--- config.mk ---
export PLATFORM = sky130hd
export DESIGN_NAME = shb_top
export DESIGN_NICKNAME = d
export VERILOG_FILES = /design/src/rtl/shb_pkg.sv /design/src/rtl/shb_hdr_mem.sv /design/src/rtl/shb_top.sv
export SDC_FILE = /design/constraint.sdc
export NUM_CORES = 2
export LEC_CHECK = 0
export BUFFER_PORTS_ARGS = -buffer_cell sky130_fd_sc_hd__buf_2
export CAP_MARGIN = 25
export CORE_MARGIN = 2
export CORE_UTILIZATION = 63
export DETAILED_ROUTE_END_ITERATION = 16
export PLACE_DENSITY_LB_ADDON = 0.2
export RECOVER_POWER = 100
export SLEW_MARGIN = 40
export SYNTH_ARGS = -nofsm -noshare
export SYNTH_HDL_FRONTEND = slang
export SYNTH_HIERARCHICAL = 1
export SYNTH_SLANG_ARGS = --single-unit
export TNS_END_PERCENT = 20
--- constraint.sdc ---
create_clock -name CLK -period 18.25 [get_ports CLK]
set_input_delay 2.7375 -clock CLK [delete_from_list [all_inputs] [get_ports CLK]]
set_output_delay 2.7375 -clock CLK [all_outputs]
set_load 0.02 [all_outputs]
--- src/rtl/shb_pkg.sv ---
// constants, types and register map of the stream header builder
package shb_pkg;
  // register byte offsets
  localparam logic [7:0] SHB_A_CTRL = 8'h00;
  localparam logic [7:0] SHB_A_STAT = 8'h04;
  localparam logic [7:0] SHB_A_ETYPE = 8'h08;
  localparam logic [7:0] SHB_A_TPSEL = 8'h0C;
  localparam logic [7:0] SHB_A_DMACH = 8'h10;
  localparam logic [7:0] SHB_A_DMACL = 8'h14;
  localparam logic [7:0] SHB_A_SMACH = 8'h18;
  localparam logic [7:0] SHB_A_SMACL = 8'h1C;
  localparam logic [7:0] SHB_A_IPCFG = 8'h20;
  localparam logic [7:0] SHB_A_IPID = 8'h24;
  localparam logic [7:0] SHB_A_FRAG = 8'h28;
  localparam logic [7:0] SHB_A_PLEN = 8'h2C;
  localparam logic [7:0] SHB_A_SIP = 8'h30;
  localparam logic [7:0] SHB_A_DIP = 8'h34;
  localparam logic [7:0] SHB_A_GWIP = 8'h38;
  localparam logic [7:0] SHB_A_MASK = 8'h3C;
  localparam logic [7:0] SHB_A_TCI0 = 8'h40;
  localparam logic [7:0] SHB_A_TCI7 = 8'h5C;
  // control and fragment register bit positions
  localparam int SHB_C_START = 0;
  localparam int SHB_C_IDAUTO = 1;
  localparam int SHB_C_GWEN = 2;
  localparam int SHB_C_DHCP = 3;
  localparam int SHB_C_RLINK = 4;
  localparam int SHB_C_RNOW = 5;
  localparam int SHB_C_LLC = 6;
  localparam int SHB_C_SNAP = 7;
  localparam int SHB_C_CTL16 = 8;
  localparam int SHB_C_L3 = 9;
  localparam int SHB_C_VCNT = 11;
  localparam int SHB_F_MF = 13;
  localparam int SHB_F_DF = 14;
  // layer-3 selection codes
  localparam logic [1:0] SHB_L3_NONE = 2'h0;
  localparam logic [1:0] SHB_L3_IP4 = 2'h1;
  localparam logic [1:0] SHB_L3_IP6 = 2'h2;
  // header field values
  localparam logic [15:0] SHB_TP_8100 = 16'h8100;
  localparam logic [15:0] SHB_TP_88A8 = 16'h88A8;
  localparam logic [15:0] SHB_TP_9100 = 16'h9100;
  localparam logic [15:0] SHB_TP_9200 = 16'h9200;
  localparam logic [15:0] SHB_ET_IP4 = 16'h0800;
  localparam logic [15:0] SHB_ET_IP6 = 16'h86DD;
  localparam logic [15:0] SHB_ET_MIN = 16'h05DD;
  localparam logic [7:0] SHB_VER_IHL = 8'h45;
  localparam logic [15:0] SHB_IP4_HLEN = 16'h0014;
  localparam logic [7:0] SHB_SAP_SNAP = 8'hAA;
  localparam logic [7:0] SHB_SAP_IP = 8'h06;
  localparam logic [7:0] SHB_SAP_DEF = 8'h42;
  localparam logic [7:0] SHB_CTL_UI = 8'h03;
  localparam logic [23:0] SHB_SNAP_PID = 24'h000000;
  // segment lengths in bytes
  localparam logic [4:0] SHB_L_MAC = 5'h06;
  localparam logic [4:0] SHB_L_VLAN = 5'h04;
  localparam logic [4:0] SHB_L_TYPE = 5'h02;
  localparam logic [4:0] SHB_L_LLC = 5'h03;
  localparam logic [4:0] SHB_L_SNAP = 5'h05;
  localparam logic [4:0] SHB_L_IP4 = 5'h14;
  localparam int SHB_MAX_HDR = 75;
  // reset values and vlan level limit
  localparam logic [15:0] SHB_R_ETYPE = 16'hFFFF;
  localparam logic [7:0] SHB_R_TTL = 8'h20;
  localparam logic [31:0] SHB_R_MASK = 32'hFFFFFF00;
  localparam logic [3:0] SHB_VMAX = 4'h8;

  typedef enum logic [3:0] {
    SHB_IDLE = 4'h1, SHB_RES = 4'h2, SHB_BUILD = 4'h4, SHB_SEND = 4'h8
  } shb_state_t;

  typedef enum logic [6:0] {
    SHB_S_DMAC = 7'h01, SHB_S_SMAC = 7'h02, SHB_S_VLAN = 7'h04, SHB_S_TYPE = 7'h08,
    SHB_S_LLC = 7'h10, SHB_S_SNAP = 7'h20, SHB_S_IP4 = 7'h40
  } shb_seg_t;

  typedef struct packed {
    logic id_auto, gw_en, dhcp_en, renew_link, llc_en, snap_en, ctl16;
    logic [1:0] l3;
    logic [3:0] vcnt;
    logic [15:0] etype, tpsel;
    logic [47:0] dmac, smac;
    logic [7:0] dscp, ttl, proto;
    logic [12:0] frag;
    logic mf, df;
    logic [15:0] plen;
    logic [31:0] sip, dip, gwip, mask;
  } shb_cfg_t;

  // one memory write
  typedef struct packed {
    logic en;
    logic [6:0] addr;
    logic [7:0] data;
  } shb_wr_t;
endpackage : shb_pkg

--- src/rtl/shb_hdr_mem.sv ---
// header byte store with registered read data
`timescale 1ns/1ns
module shb_hdr_mem import shb_pkg::*; #(
  parameter int W = 8,
  parameter int DEPTH = 128
) (
  input wire logic clk,
  input wire shb_wr_t wr,
  input wire logic rd_en,
  input wire logic [6:0] rd_addr,
  output logic [W-1:0] rd_data
);
  typedef struct packed {
    logic [DEPTH-1:0][W-1:0] mem;
    logic [W-1:0] q;
  } shb_mem_st_t;
  shb_mem_st_t s_reg, s_next;

  if (W != 8 || DEPTH < SHB_MAX_HDR || DEPTH > 128) begin : g_chk
    $error("shb_hdr_mem: unsupported size");
  end

  // write port and read register
  always_comb begin
    s_next = s_reg;
    if (wr.en) begin
      s_next.mem[wr.addr] = wr.data;
    end
    if (rd_en) begin
      s_next.q = s_reg.mem[rd_addr];
    end
  end

  always_ff @(posedge clk) begin
    s_reg <= s_next;
  end

  assign rd_data = s_reg.q;
endmodule : shb_hdr_mem

--- src/rtl/shb_top.sv ---
// stream header builder: register file, header assembly and byte output
// Notes on behaviour
// - outer vlan tpid picks among four values when two or more levels are set
// - inner type follows ipv4 or ipv6 automatically
// - programmed type accepted from 05DD to FFFF
// - llc saps filled from upper layer, control 03 or 16-bit zero
// - snap pid zero, type from upper layer
// - snap only emitted together with llc
// - ipv4 version 4, header length 5
// - auto increment gives new id per frame
// - enabled flags set, reserved flag zero
// - protocol field carries upper protocol number
// - ttl holds remaining hop count
// - total length computed from header and payload
// - off-net destination uses gateway lookup mac
// - mask is contiguous ones from msb
// - dhcp lease replaces programmed source address
// - renew lease on link re-establish
// - manual renew requests lease at once
// - each vlan level adds tci and type
`timescale 1ns/1ns
module shb_top import shb_pkg::*; #(
  parameter int DEPTH = 128
) (
  input wire logic CLK,
  input wire logic SRST,
  input wire logic [7:0] ADDR,
  input wire logic [31:0] WDATA,
  input wire logic WR,
  input wire logic RD,
  output logic [31:0] RDATA,
  input wire logic LINK_UP,
  output logic DHCP_RENEW,
  input wire logic DHCP_LEASE_VALID,
  input wire logic [31:0] DHCP_LEASE_IP,
  output logic LKP_REQ,
  output logic [31:0] LKP_IP,
  input wire logic LKP_ACK,
  input wire logic [47:0] LKP_MAC,
  output logic TX_VALID,
  input wire logic TX_READY,
  output logic [7:0] TX_DATA,
  output logic TX_LAST
);
  typedef struct packed {
    shb_cfg_t cfg;
    logic [7:0][15:0] tci;
    logic [15:0] ip_id;
    logic [31:0] lease_ip;
    logic lease_ok;
    logic [47:0] dst_mac;
    logic use_gw;
    shb_state_t st;
    shb_seg_t seg;
    logic [4:0] sub;
    logic [2:0] lvl;
    logic [6:0] wptr, rptr;
    logic out_valid, out_last, renew;
    logic link_s1, link_s2, link_d;
    logic [31:0] rdata;
  } shb_st_t;

  shb_st_t s_reg, s_next;
  shb_wr_t wr;
  logic rd_en;
  logic [31:0] sip;
  logic [15:0] tot_len, up_type, csum;
  logic [159:0] ip_hdr;
  logic off_net, start, fin;

  if (DEPTH < SHB_MAX_HDR || DEPTH > 128) begin : g_chk
    $error("shb_top: DEPTH cannot hold a full header");
  end

  function automatic logic [15:0] tpid(input logic [1:0] sel);
    unique case (sel)
      2'h0: tpid = SHB_TP_8100;
      2'h1: tpid = SHB_TP_88A8;
      2'h2: tpid = SHB_TP_9100;
      default: tpid = SHB_TP_9200;
    endcase
  endfunction : tpid

  // ones from msb: the inverse must be of the form 0..01..1
  function automatic logic contig(input logic [31:0] m);
    contig = (((~m) + 32'h1) & (~m)) == 32'h0;
  endfunction : contig

  // complement of the one's complement sum of header words with checksum as zero
  function automatic logic [15:0] ip_sum(input logic [159:0] h);
    logic [31:0] acc;
    acc = 32'h0;
    for (int i = 0; i < 10; i++) begin
      acc = acc + {16'h0, h[i*16 +: 16]};
    end
    acc = {16'h0, acc[15:0]} + {16'h0, acc[31:16]};
    acc = {16'h0, acc[15:0]} + {16'h0, acc[31:16]};
    ip_sum = ~acc[15:0];
  endfunction : ip_sum

  // derived header fields
  always_comb begin
    sip = s_reg.cfg.dhcp_en ? s_reg.lease_ip : s_reg.cfg.sip;
    tot_len = SHB_IP4_HLEN + s_reg.cfg.plen;
    unique case (s_reg.cfg.l3)
      SHB_L3_IP4: up_type = SHB_ET_IP4;
      SHB_L3_IP6: up_type = SHB_ET_IP6;
      default: up_type = s_reg.cfg.etype;
    endcase
    // judged at the starting write, so gateway and dhcp enables come from it
    off_net = WDATA[SHB_C_GWEN]
            && (((s_reg.cfg.dip ^ (WDATA[SHB_C_DHCP] ? s_reg.lease_ip : s_reg.cfg.sip))
                 & s_reg.cfg.mask) != 32'h0);
    ip_hdr = {SHB_VER_IHL, s_reg.cfg.dscp, tot_len, s_reg.ip_id,
              1'b0, s_reg.cfg.df, s_reg.cfg.mf, s_reg.cfg.frag,
              s_reg.cfg.ttl, s_reg.cfg.proto, 16'h0, sip, s_reg.cfg.dip};
    csum = ip_sum(ip_hdr);
    ip_hdr[79:64] = csum;
  end

  assign start = WR && ADDR == SHB_A_CTRL && WDATA[SHB_C_START] && s_reg.st == SHB_IDLE;
  assign rd_en = s_reg.st == SHB_SEND && s_reg.rptr < s_reg.wptr && (!s_reg.out_valid || TX_READY);
  assign fin = s_reg.st == SHB_SEND && s_reg.out_valid && TX_READY && s_reg.out_last;

  // next state: bus, dhcp, lookup, header assembly and output
  always_comb begin
    logic [4:0] slen;
    logic [7:0] b;
    logic [15:0] llen;
    logic last_b;
    logic [39:0] seg_w;
    s_next = s_reg;
    slen = SHB_L_MAC;
    b = 8'h00;
    llen = 16'h0;
    last_b = 1'b0;
    seg_w = 40'h0;
    wr = '0;
    s_next.rdata = 32'h0;
    s_next.renew = 1'b0;
    s_next.link_s1 = LINK_UP;
    s_next.link_s2 = s_reg.link_s1;
    s_next.link_d = s_reg.link_s2;
    // register writes
    if (WR) begin
      unique case (ADDR)
        SHB_A_CTRL: begin
          {s_next.cfg.ctl16, s_next.cfg.snap_en, s_next.cfg.llc_en} = WDATA[8:6];
          {s_next.cfg.renew_link, s_next.cfg.dhcp_en} = WDATA[4:3];
          {s_next.cfg.gw_en, s_next.cfg.id_auto} = WDATA[2:1];
          s_next.cfg.l3 = WDATA[SHB_C_L3 +: 2];
          s_next.cfg.vcnt = (WDATA[SHB_C_VCNT +: 4] > SHB_VMAX) ? SHB_VMAX
                          : WDATA[SHB_C_VCNT +: 4];
          s_next.renew = WDATA[SHB_C_RNOW];
        end
        SHB_A_ETYPE: begin
          if (WDATA[15:0] >= SHB_ET_MIN) begin
            s_next.cfg.etype = WDATA[15:0];
          end
        end
        SHB_A_TPSEL: s_next.cfg.tpsel = WDATA[15:0];
        SHB_A_DMACH: s_next.cfg.dmac[47:32] = WDATA[15:0];
        SHB_A_DMACL: s_next.cfg.dmac[31:0] = WDATA;
        SHB_A_SMACH: s_next.cfg.smac[47:32] = WDATA[15:0];
        SHB_A_SMACL: s_next.cfg.smac[31:0] = WDATA;
        SHB_A_IPCFG: {s_next.cfg.proto, s_next.cfg.ttl, s_next.cfg.dscp} = WDATA[23:0];
        SHB_A_IPID: s_next.ip_id = WDATA[15:0];
        SHB_A_FRAG: {s_next.cfg.df, s_next.cfg.mf, s_next.cfg.frag} = WDATA[14:0];
        SHB_A_PLEN: s_next.cfg.plen = WDATA[15:0];
        SHB_A_SIP: s_next.cfg.sip = WDATA;
        SHB_A_DIP: s_next.cfg.dip = WDATA;
        SHB_A_GWIP: s_next.cfg.gwip = WDATA;
        SHB_A_MASK: begin
          if (contig(WDATA)) begin
            s_next.cfg.mask = WDATA;
          end
        end
        default: begin
          if (ADDR >= SHB_A_TCI0 && ADDR <= SHB_A_TCI7 && ADDR[1:0] == 2'h0) begin
            s_next.tci[ADDR[4:2]] = WDATA[15:0];
          end
        end
      endcase
    end
    // register reads, answered in the next cycle
    if (RD) begin
      unique case (ADDR)
        SHB_A_CTRL: s_next.rdata = {17'h0, s_reg.cfg.vcnt, s_reg.cfg.l3, s_reg.cfg.ctl16,
                                    s_reg.cfg.snap_en, s_reg.cfg.llc_en, 1'b0,
                                    s_reg.cfg.renew_link, s_reg.cfg.dhcp_en,
                                    s_reg.cfg.gw_en, s_reg.cfg.id_auto, 1'b0};
        SHB_A_STAT: s_next.rdata = {24'h0, s_reg.st, s_reg.use_gw, s_reg.lease_ok,
                                    LKP_REQ, s_reg.st != SHB_IDLE};
        SHB_A_ETYPE: s_next.rdata = {16'h0, s_reg.cfg.etype};
        SHB_A_TPSEL: s_next.rdata = {16'h0, s_reg.cfg.tpsel};
        SHB_A_DMACH: s_next.rdata = {16'h0, s_reg.cfg.dmac[47:32]};
        SHB_A_DMACL: s_next.rdata = s_reg.cfg.dmac[31:0];
        SHB_A_SMACH: s_next.rdata = {16'h0, s_reg.cfg.smac[47:32]};
        SHB_A_SMACL: s_next.rdata = s_reg.cfg.smac[31:0];
        SHB_A_IPCFG: s_next.rdata = {8'h0, s_reg.cfg.proto, s_reg.cfg.ttl, s_reg.cfg.dscp};
        SHB_A_IPID: s_next.rdata = {16'h0, s_reg.ip_id};
        SHB_A_FRAG: s_next.rdata = {17'h0, s_reg.cfg.df, s_reg.cfg.mf, s_reg.cfg.frag};
        SHB_A_PLEN: s_next.rdata = {16'h0, s_reg.cfg.plen};
        SHB_A_SIP: s_next.rdata = sip;
        SHB_A_DIP: s_next.rdata = s_reg.cfg.dip;
        SHB_A_GWIP: s_next.rdata = s_reg.cfg.gwip;
        SHB_A_MASK: s_next.rdata = s_reg.cfg.mask;
        default: begin
          if (ADDR >= SHB_A_TCI0 && ADDR <= SHB_A_TCI7 && ADDR[1:0] == 2'h0) begin
            s_next.rdata = {16'h0, s_reg.tci[ADDR[4:2]]};
          end
        end
      endcase
    end
    // link comes back: ask for a fresh lease
    if (s_reg.cfg.renew_link && s_reg.link_s2 && !s_reg.link_d) begin
      s_next.renew = 1'b1;
    end
    // lease tracking, a new lease wins over a renew
    if (DHCP_LEASE_VALID) begin
      s_next.lease_ok = 1'b1;
      s_next.lease_ip = DHCP_LEASE_IP;
    end else if (s_reg.renew) begin
      s_next.lease_ok = 1'b0;
    end
    // frame sequencer
    unique case (s_reg.st)
      SHB_IDLE: begin
        if (start) begin
          s_next.st = off_net ? SHB_RES : SHB_BUILD;
          s_next.use_gw = off_net;
          s_next.dst_mac = s_reg.cfg.dmac;
          s_next.seg = SHB_S_DMAC;
          s_next.sub = 5'h0;
          s_next.lvl = 3'h0;
          s_next.wptr = 7'h0;
          s_next.rptr = 7'h0;
        end
      end
      SHB_RES: begin
        if (LKP_ACK) begin
          s_next.dst_mac = LKP_MAC;
          s_next.st = SHB_BUILD;
        end
      end
      SHB_BUILD: begin
        llen = {11'h0, SHB_L_LLC} + {15'h0, s_reg.cfg.ctl16 && !s_reg.cfg.snap_en}
             + (s_reg.cfg.snap_en ? {11'h0, SHB_L_SNAP} : 16'h0)
             + (s_reg.cfg.l3 == SHB_L3_IP4 ? tot_len : s_reg.cfg.plen);
        unique case (s_reg.seg)
          SHB_S_DMAC: b = s_reg.dst_mac[8'd47 - {s_reg.sub, 3'h0} -: 8];
          SHB_S_SMAC: b = s_reg.cfg.smac[8'd47 - {s_reg.sub, 3'h0} -: 8];
          SHB_S_VLAN: begin
            slen = SHB_L_VLAN;
            // a single level always uses the customer tag type
            seg_w[31:16] = SHB_TP_8100;
            if (s_reg.cfg.vcnt > 4'h1) begin
              seg_w[31:16] = tpid(s_reg.cfg.tpsel[{s_reg.lvl, 1'b0} +: 2]);
            end
            seg_w[15:0] = s_reg.tci[s_reg.lvl];
            b = seg_w[8'd31 - {s_reg.sub, 3'h0} -: 8];
          end
          SHB_S_TYPE: begin
            slen = SHB_L_TYPE;
            seg_w[15:0] = s_reg.cfg.llc_en ? llen : up_type;
            b = seg_w[8'd15 - {s_reg.sub, 3'h0} -: 8];
          end
          SHB_S_LLC: begin
            slen = SHB_L_LLC + {4'h0, s_reg.cfg.ctl16 && !s_reg.cfg.snap_en};
            if (s_reg.sub < 5'h2) begin
              b = s_reg.cfg.snap_en ? SHB_SAP_SNAP
                : (s_reg.cfg.l3 == SHB_L3_IP4 ? SHB_SAP_IP : SHB_SAP_DEF);
            end else begin
              b = (s_reg.sub == 5'h2 && slen == SHB_L_LLC) ? SHB_CTL_UI : 8'h00;
            end
          end
          SHB_S_SNAP: begin
            slen = SHB_L_SNAP;
            seg_w = {SHB_SNAP_PID, up_type};
            b = seg_w[8'd39 - {s_reg.sub, 3'h0} -: 8];
          end
          default: begin
            slen = SHB_L_IP4;
            b = ip_hdr[8'd159 - {s_reg.sub, 3'h0} -: 8];
          end
        endcase
        wr = '{en: 1'b1, addr: s_reg.wptr, data: b};
        s_next.wptr = s_reg.wptr + 7'h1;
        s_next.sub = s_reg.sub + 5'h1;
        if (s_reg.sub == slen - 5'h1) begin
          s_next.sub = 5'h0;
          unique case (s_reg.seg)
            SHB_S_DMAC: s_next.seg = SHB_S_SMAC;
            SHB_S_SMAC: s_next.seg = (s_reg.cfg.vcnt != 4'h0) ? SHB_S_VLAN : SHB_S_TYPE;
            SHB_S_VLAN: begin
              s_next.lvl = s_reg.lvl + 3'h1;
              if ({1'b0, s_reg.lvl} == s_reg.cfg.vcnt - 4'h1) begin
                s_next.seg = SHB_S_TYPE;
              end
            end
            SHB_S_TYPE: begin
              s_next.seg = s_reg.cfg.llc_en ? SHB_S_LLC : SHB_S_IP4;
              last_b = !s_reg.cfg.llc_en && s_reg.cfg.l3 != SHB_L3_IP4;
            end
            SHB_S_LLC: begin
              s_next.seg = s_reg.cfg.snap_en ? SHB_S_SNAP : SHB_S_IP4;
              last_b = !s_reg.cfg.snap_en && s_reg.cfg.l3 != SHB_L3_IP4;
            end
            SHB_S_SNAP: begin
              s_next.seg = SHB_S_IP4;
              last_b = s_reg.cfg.l3 != SHB_L3_IP4;
            end
            default: last_b = 1'b1;
          endcase
          if (last_b) begin
            s_next.st = SHB_SEND;
          end
        end
      end
      SHB_SEND: begin
        if (rd_en) begin
          s_next.rptr = s_reg.rptr + 7'h1;
          s_next.out_valid = 1'b1;
          s_next.out_last = s_reg.rptr == s_reg.wptr - 7'h1;
        end else if (TX_READY) begin
          s_next.out_valid = 1'b0;
        end
        if (fin) begin
          s_next.st = SHB_IDLE;
          if (s_reg.cfg.id_auto) begin
            s_next.ip_id = s_reg.ip_id + 16'h1;
          end
        end
      end
    endcase
    if (SRST) begin
      s_next = '0;
      s_next.st = SHB_IDLE;
      s_next.seg = SHB_S_DMAC;
      s_next.cfg.etype = SHB_R_ETYPE;
      s_next.cfg.ttl = SHB_R_TTL;
      s_next.cfg.mask = SHB_R_MASK;
      // link taken as up, so a link already up at reset is no false return
      s_next.link_s1 = 1'b1;
      s_next.link_s2 = 1'b1;
      s_next.link_d = 1'b1;
    end
  end

  always_ff @(posedge CLK) begin
    s_reg <= s_next;
  end

  shb_hdr_mem #(.W(8), .DEPTH(DEPTH)) u_mem (
    .clk(CLK),
    .wr(wr),
    .rd_en(rd_en),
    .rd_addr(s_reg.rptr),
    .rd_data(TX_DATA)
  );

  // outputs
  assign RDATA = s_reg.rdata;
  assign DHCP_RENEW = s_reg.renew;
  assign LKP_REQ = s_reg.st == SHB_RES;
  assign LKP_IP = s_reg.cfg.gwip;
  assign TX_VALID = s_reg.out_valid;
  assign TX_LAST = s_reg.out_last;
endmodule : shb_top

==> results.ini <==
[worst_setup_path]
critical_path.max_stage_delay_ns=3.71
r2r-start=s_reg[618]
cp_max_fo=107
worstPathCellList=clkbuf_1 > clkbuf_1 > clkbuf_1 > buf_16 > clkbuf_1 > a21oi_1
criticalPathCategory=primary input to flip-flop
start_kind=primary input
required_ns=18.72
arrival_ns=14.73
rrSetupSlack_ns=4.14
slowest_stage=clkbuf_1
r2r_cells=40
r2r_end=u_mem/s_reg[975]
path_common_cell=clkbuf_1
end_kind=flip-flop

[synth]
synthSimpleGateAreaFrac=0.0987
async_reset_ff_frac=0
post_synth_num_cell_types=91
synth_edf_count=1032
synth_top_area_frac=0.402
netlist_area_um2=77100
synth_top_family_by_area=multiplexers
ys.flop_type=edfxtp_1
synth-xor-area-share=0.0153
ys_seq_area_frac=0.563
synthCells=6080
yosys.area.top_type=edfxtp_1
synth_fa_ha_area_frac=0.0379
syn_area_per_cell_um2=12.7
synth_nets=6379
synth_compound_area_frac=0.0820
synth.area.top_cells=edfxtp_1, dfxtp_1, mux4_2
synthMuxAreaShare=0.162
synth_warnings=6
ys_ff_latch=1653

[timing]
min_period_ns=14.27
period_share=0.782
setup_viol=0
worstMarginPinSlew_ns=5.11
final_max_slew_viol_count=964
fmax_mhz=70.1
timing.slew.headroom=-2.41
hold_violations=0
grt_setup_unrepaired=no
finalClockSkew_ns=0.0728
tns_ns=0

[layout]
regArea_um2=43400
largest_register_ffs=1024
nNetsFinal=6332
drive_above_1_share=0.165
n_fill_cell=8205
final_core_util=0.695
multiInputGateArea_um2=30700
syn2layout_area_growth_pct=9.50

[global_route]
antenna_found_initial=11
grt_max_degree=142
grt_pass1_wl_um=388000
grt_remaining_overflow=0
grtUsageTotal=0.436
grt_pass1_vias=53100

[cts]
cts_tree=built
numCtsBuffers=166
clock_path_buffers=3
root_buffer=clkbuf_16
cts_resized=0
clk_latency_ns=0.86
post_cts_buffers=0
clkTransAtPathRegs_ns=0.06
hold_buffers=0
htree_num_levels=4
clock_sinks=1653

[run_status]
outcome=finished, violations left
violations=capacitance limit, slew limit

[power]
p_leak_nw=23.9
ir_worst_vdd_mv=0.140
power_density_nw_per_um2=91.1
total_power_mw=7.70

[placed_design]
hpwl_um=173000
numPortBuffers=203
routabilityCongestion=1.05

[floorplanning]
initial_utilization=0.634
placementRows=128
die_h_um=354
core_area_um2=122000
ios=204
die_w_um=354
die-area_um2=125000

[drt]
antenna_left=0
routed_wl_um=274000
routedWlPerCell_um=35.1
first_pass_iters=9
drc=0
num_vias=55800
vias_per_cell=7.15
drtIter0Drc=9477

[hold_path]
whs_path_depth=1
min_path_type=flip-flop to flip-flop
hp-start=s_reg[34]
hold-path-endpoint=s_reg[33]

[flow_run]
max_cap_viol_count=24

[worst max-delay path by stage]
stage	from	endpoint	slack [ns]	cells after the start
3_3_place_gp	s_reg[618]	u_mem/s_reg[959]	7.11	37
4_1_cts	s_reg[618]	u_mem/s_reg[1018]	7.04	41
6_report	SRST	ip_hdr[20]	3.98	6
3_5_place_dp	s_reg[618]	u_mem/s_reg[778]	7.13	39
2_1_floorplan	s_reg[618]	u_mem/s_reg[1001]	1.81	39
5_1_grt	s_reg[430]	u_mem/s_reg[975]	3.37	37
[cell usage in the layout (no fill, tap or decap), types with 30 or more instances in the layout]
cell type	n
a211o_1	40
buf_2	124
mux2i_1	190
clkbuf_16	166
a221oi_1	34
inv_1	173
buf_4	77
mux4_2	454
a21oi_1	446
fa_1	104
o21ai_0	84
dfxtp_1	613
ha_1	67
nand3_1	188
nor3_1	36
nor2b_1	62
a311oi_1	51
and3_1	32
xor2_1	33
clkbuf_1	147
edfxtp_1	1032
nand4_1	36
nor2_1	441
xnor2_1	95
a31oi_1	31
mux2_2	30
a22oi_1	142
nand2_1	801
[cells by family after synthesis]
logic type      after synthesis
xor+xnor                    132
mux                         679
compound gates              985
flops                      1653
buf+inv                     718
simple gates               1742
fa+ha+maj                   171
[cell type report]
| type | instances | area share |
|---|---|---|
| repair buffers | 327 | 0.0224 |
| clock inverters | 89 | 0.0146 |
| clock buffers | 219 | 0.0530 |
| flip-flops and latches | 1653 | 0.514 |
| multi-input cells | 3709 | 0.364 |
| inverters | 176 | 0.00782 |
| diodes | 3 | 0.0000889 |
| well taps | 1625 | 0.0241 |
[cell usage after synthesis (62+ instances only)]
library cell     n
a21oi_1        447
a22oi_1        142
buf_2           76
buf_4           84
clkbuf_1       326
dfxtp_1        621
edfxtp_1      1032
fa_1           104
ha_1            67
inv_1          173
mux2i_1        190
mux4_2         454
nand2_1        807
nand3_1        188
nor2_1         454
nor2b_1         62
o21ai_0         85
xnor2_1         97
[metal layers]
metal	global-route usage	share of wire
met5	0.000377	0.00027
met2	0.663	0.45
met4	0.261	0.075
met3	0.124	0.13
met1	0.562	0.34
[through the flow]
step                hold slack (ns)  instance area [um2]  std cells  worst slack [ns]
global placement              0.403                78800       7480              7.11
finish                        0.415                84400       7801              3.98
detailed placement            0.401                79100       7487              7.13
floorplan                     0.389                77100       6080              1.81
CTS                           0.413                84800       7795              7.04
global route                  0.448                84400       7798              3.37
[worst max-delay path, delay by kind of cell]
family,cells,cell delay (ns)
AOI/OAI and AO/OA,1,0.16
buffers and inverters,5,11.57
[power breakdown]
| part | leakage (nW) | internal [mW] | switching [mW] | total [mW] |
|---|---|---|---|---|
| sequential | 12.2 | 3.93 | 0.00778 | 3.93 |
| combinational | 9.00 | 0.0378 | 0.112 | 0.150 |
| clock | 2.75 | 2.05 | 1.56 | 3.61 |
| total | 23.9 | 6.01 | 1.68 | 7.70 |
No activity file was read; power rests on OpenSTA's default activity.
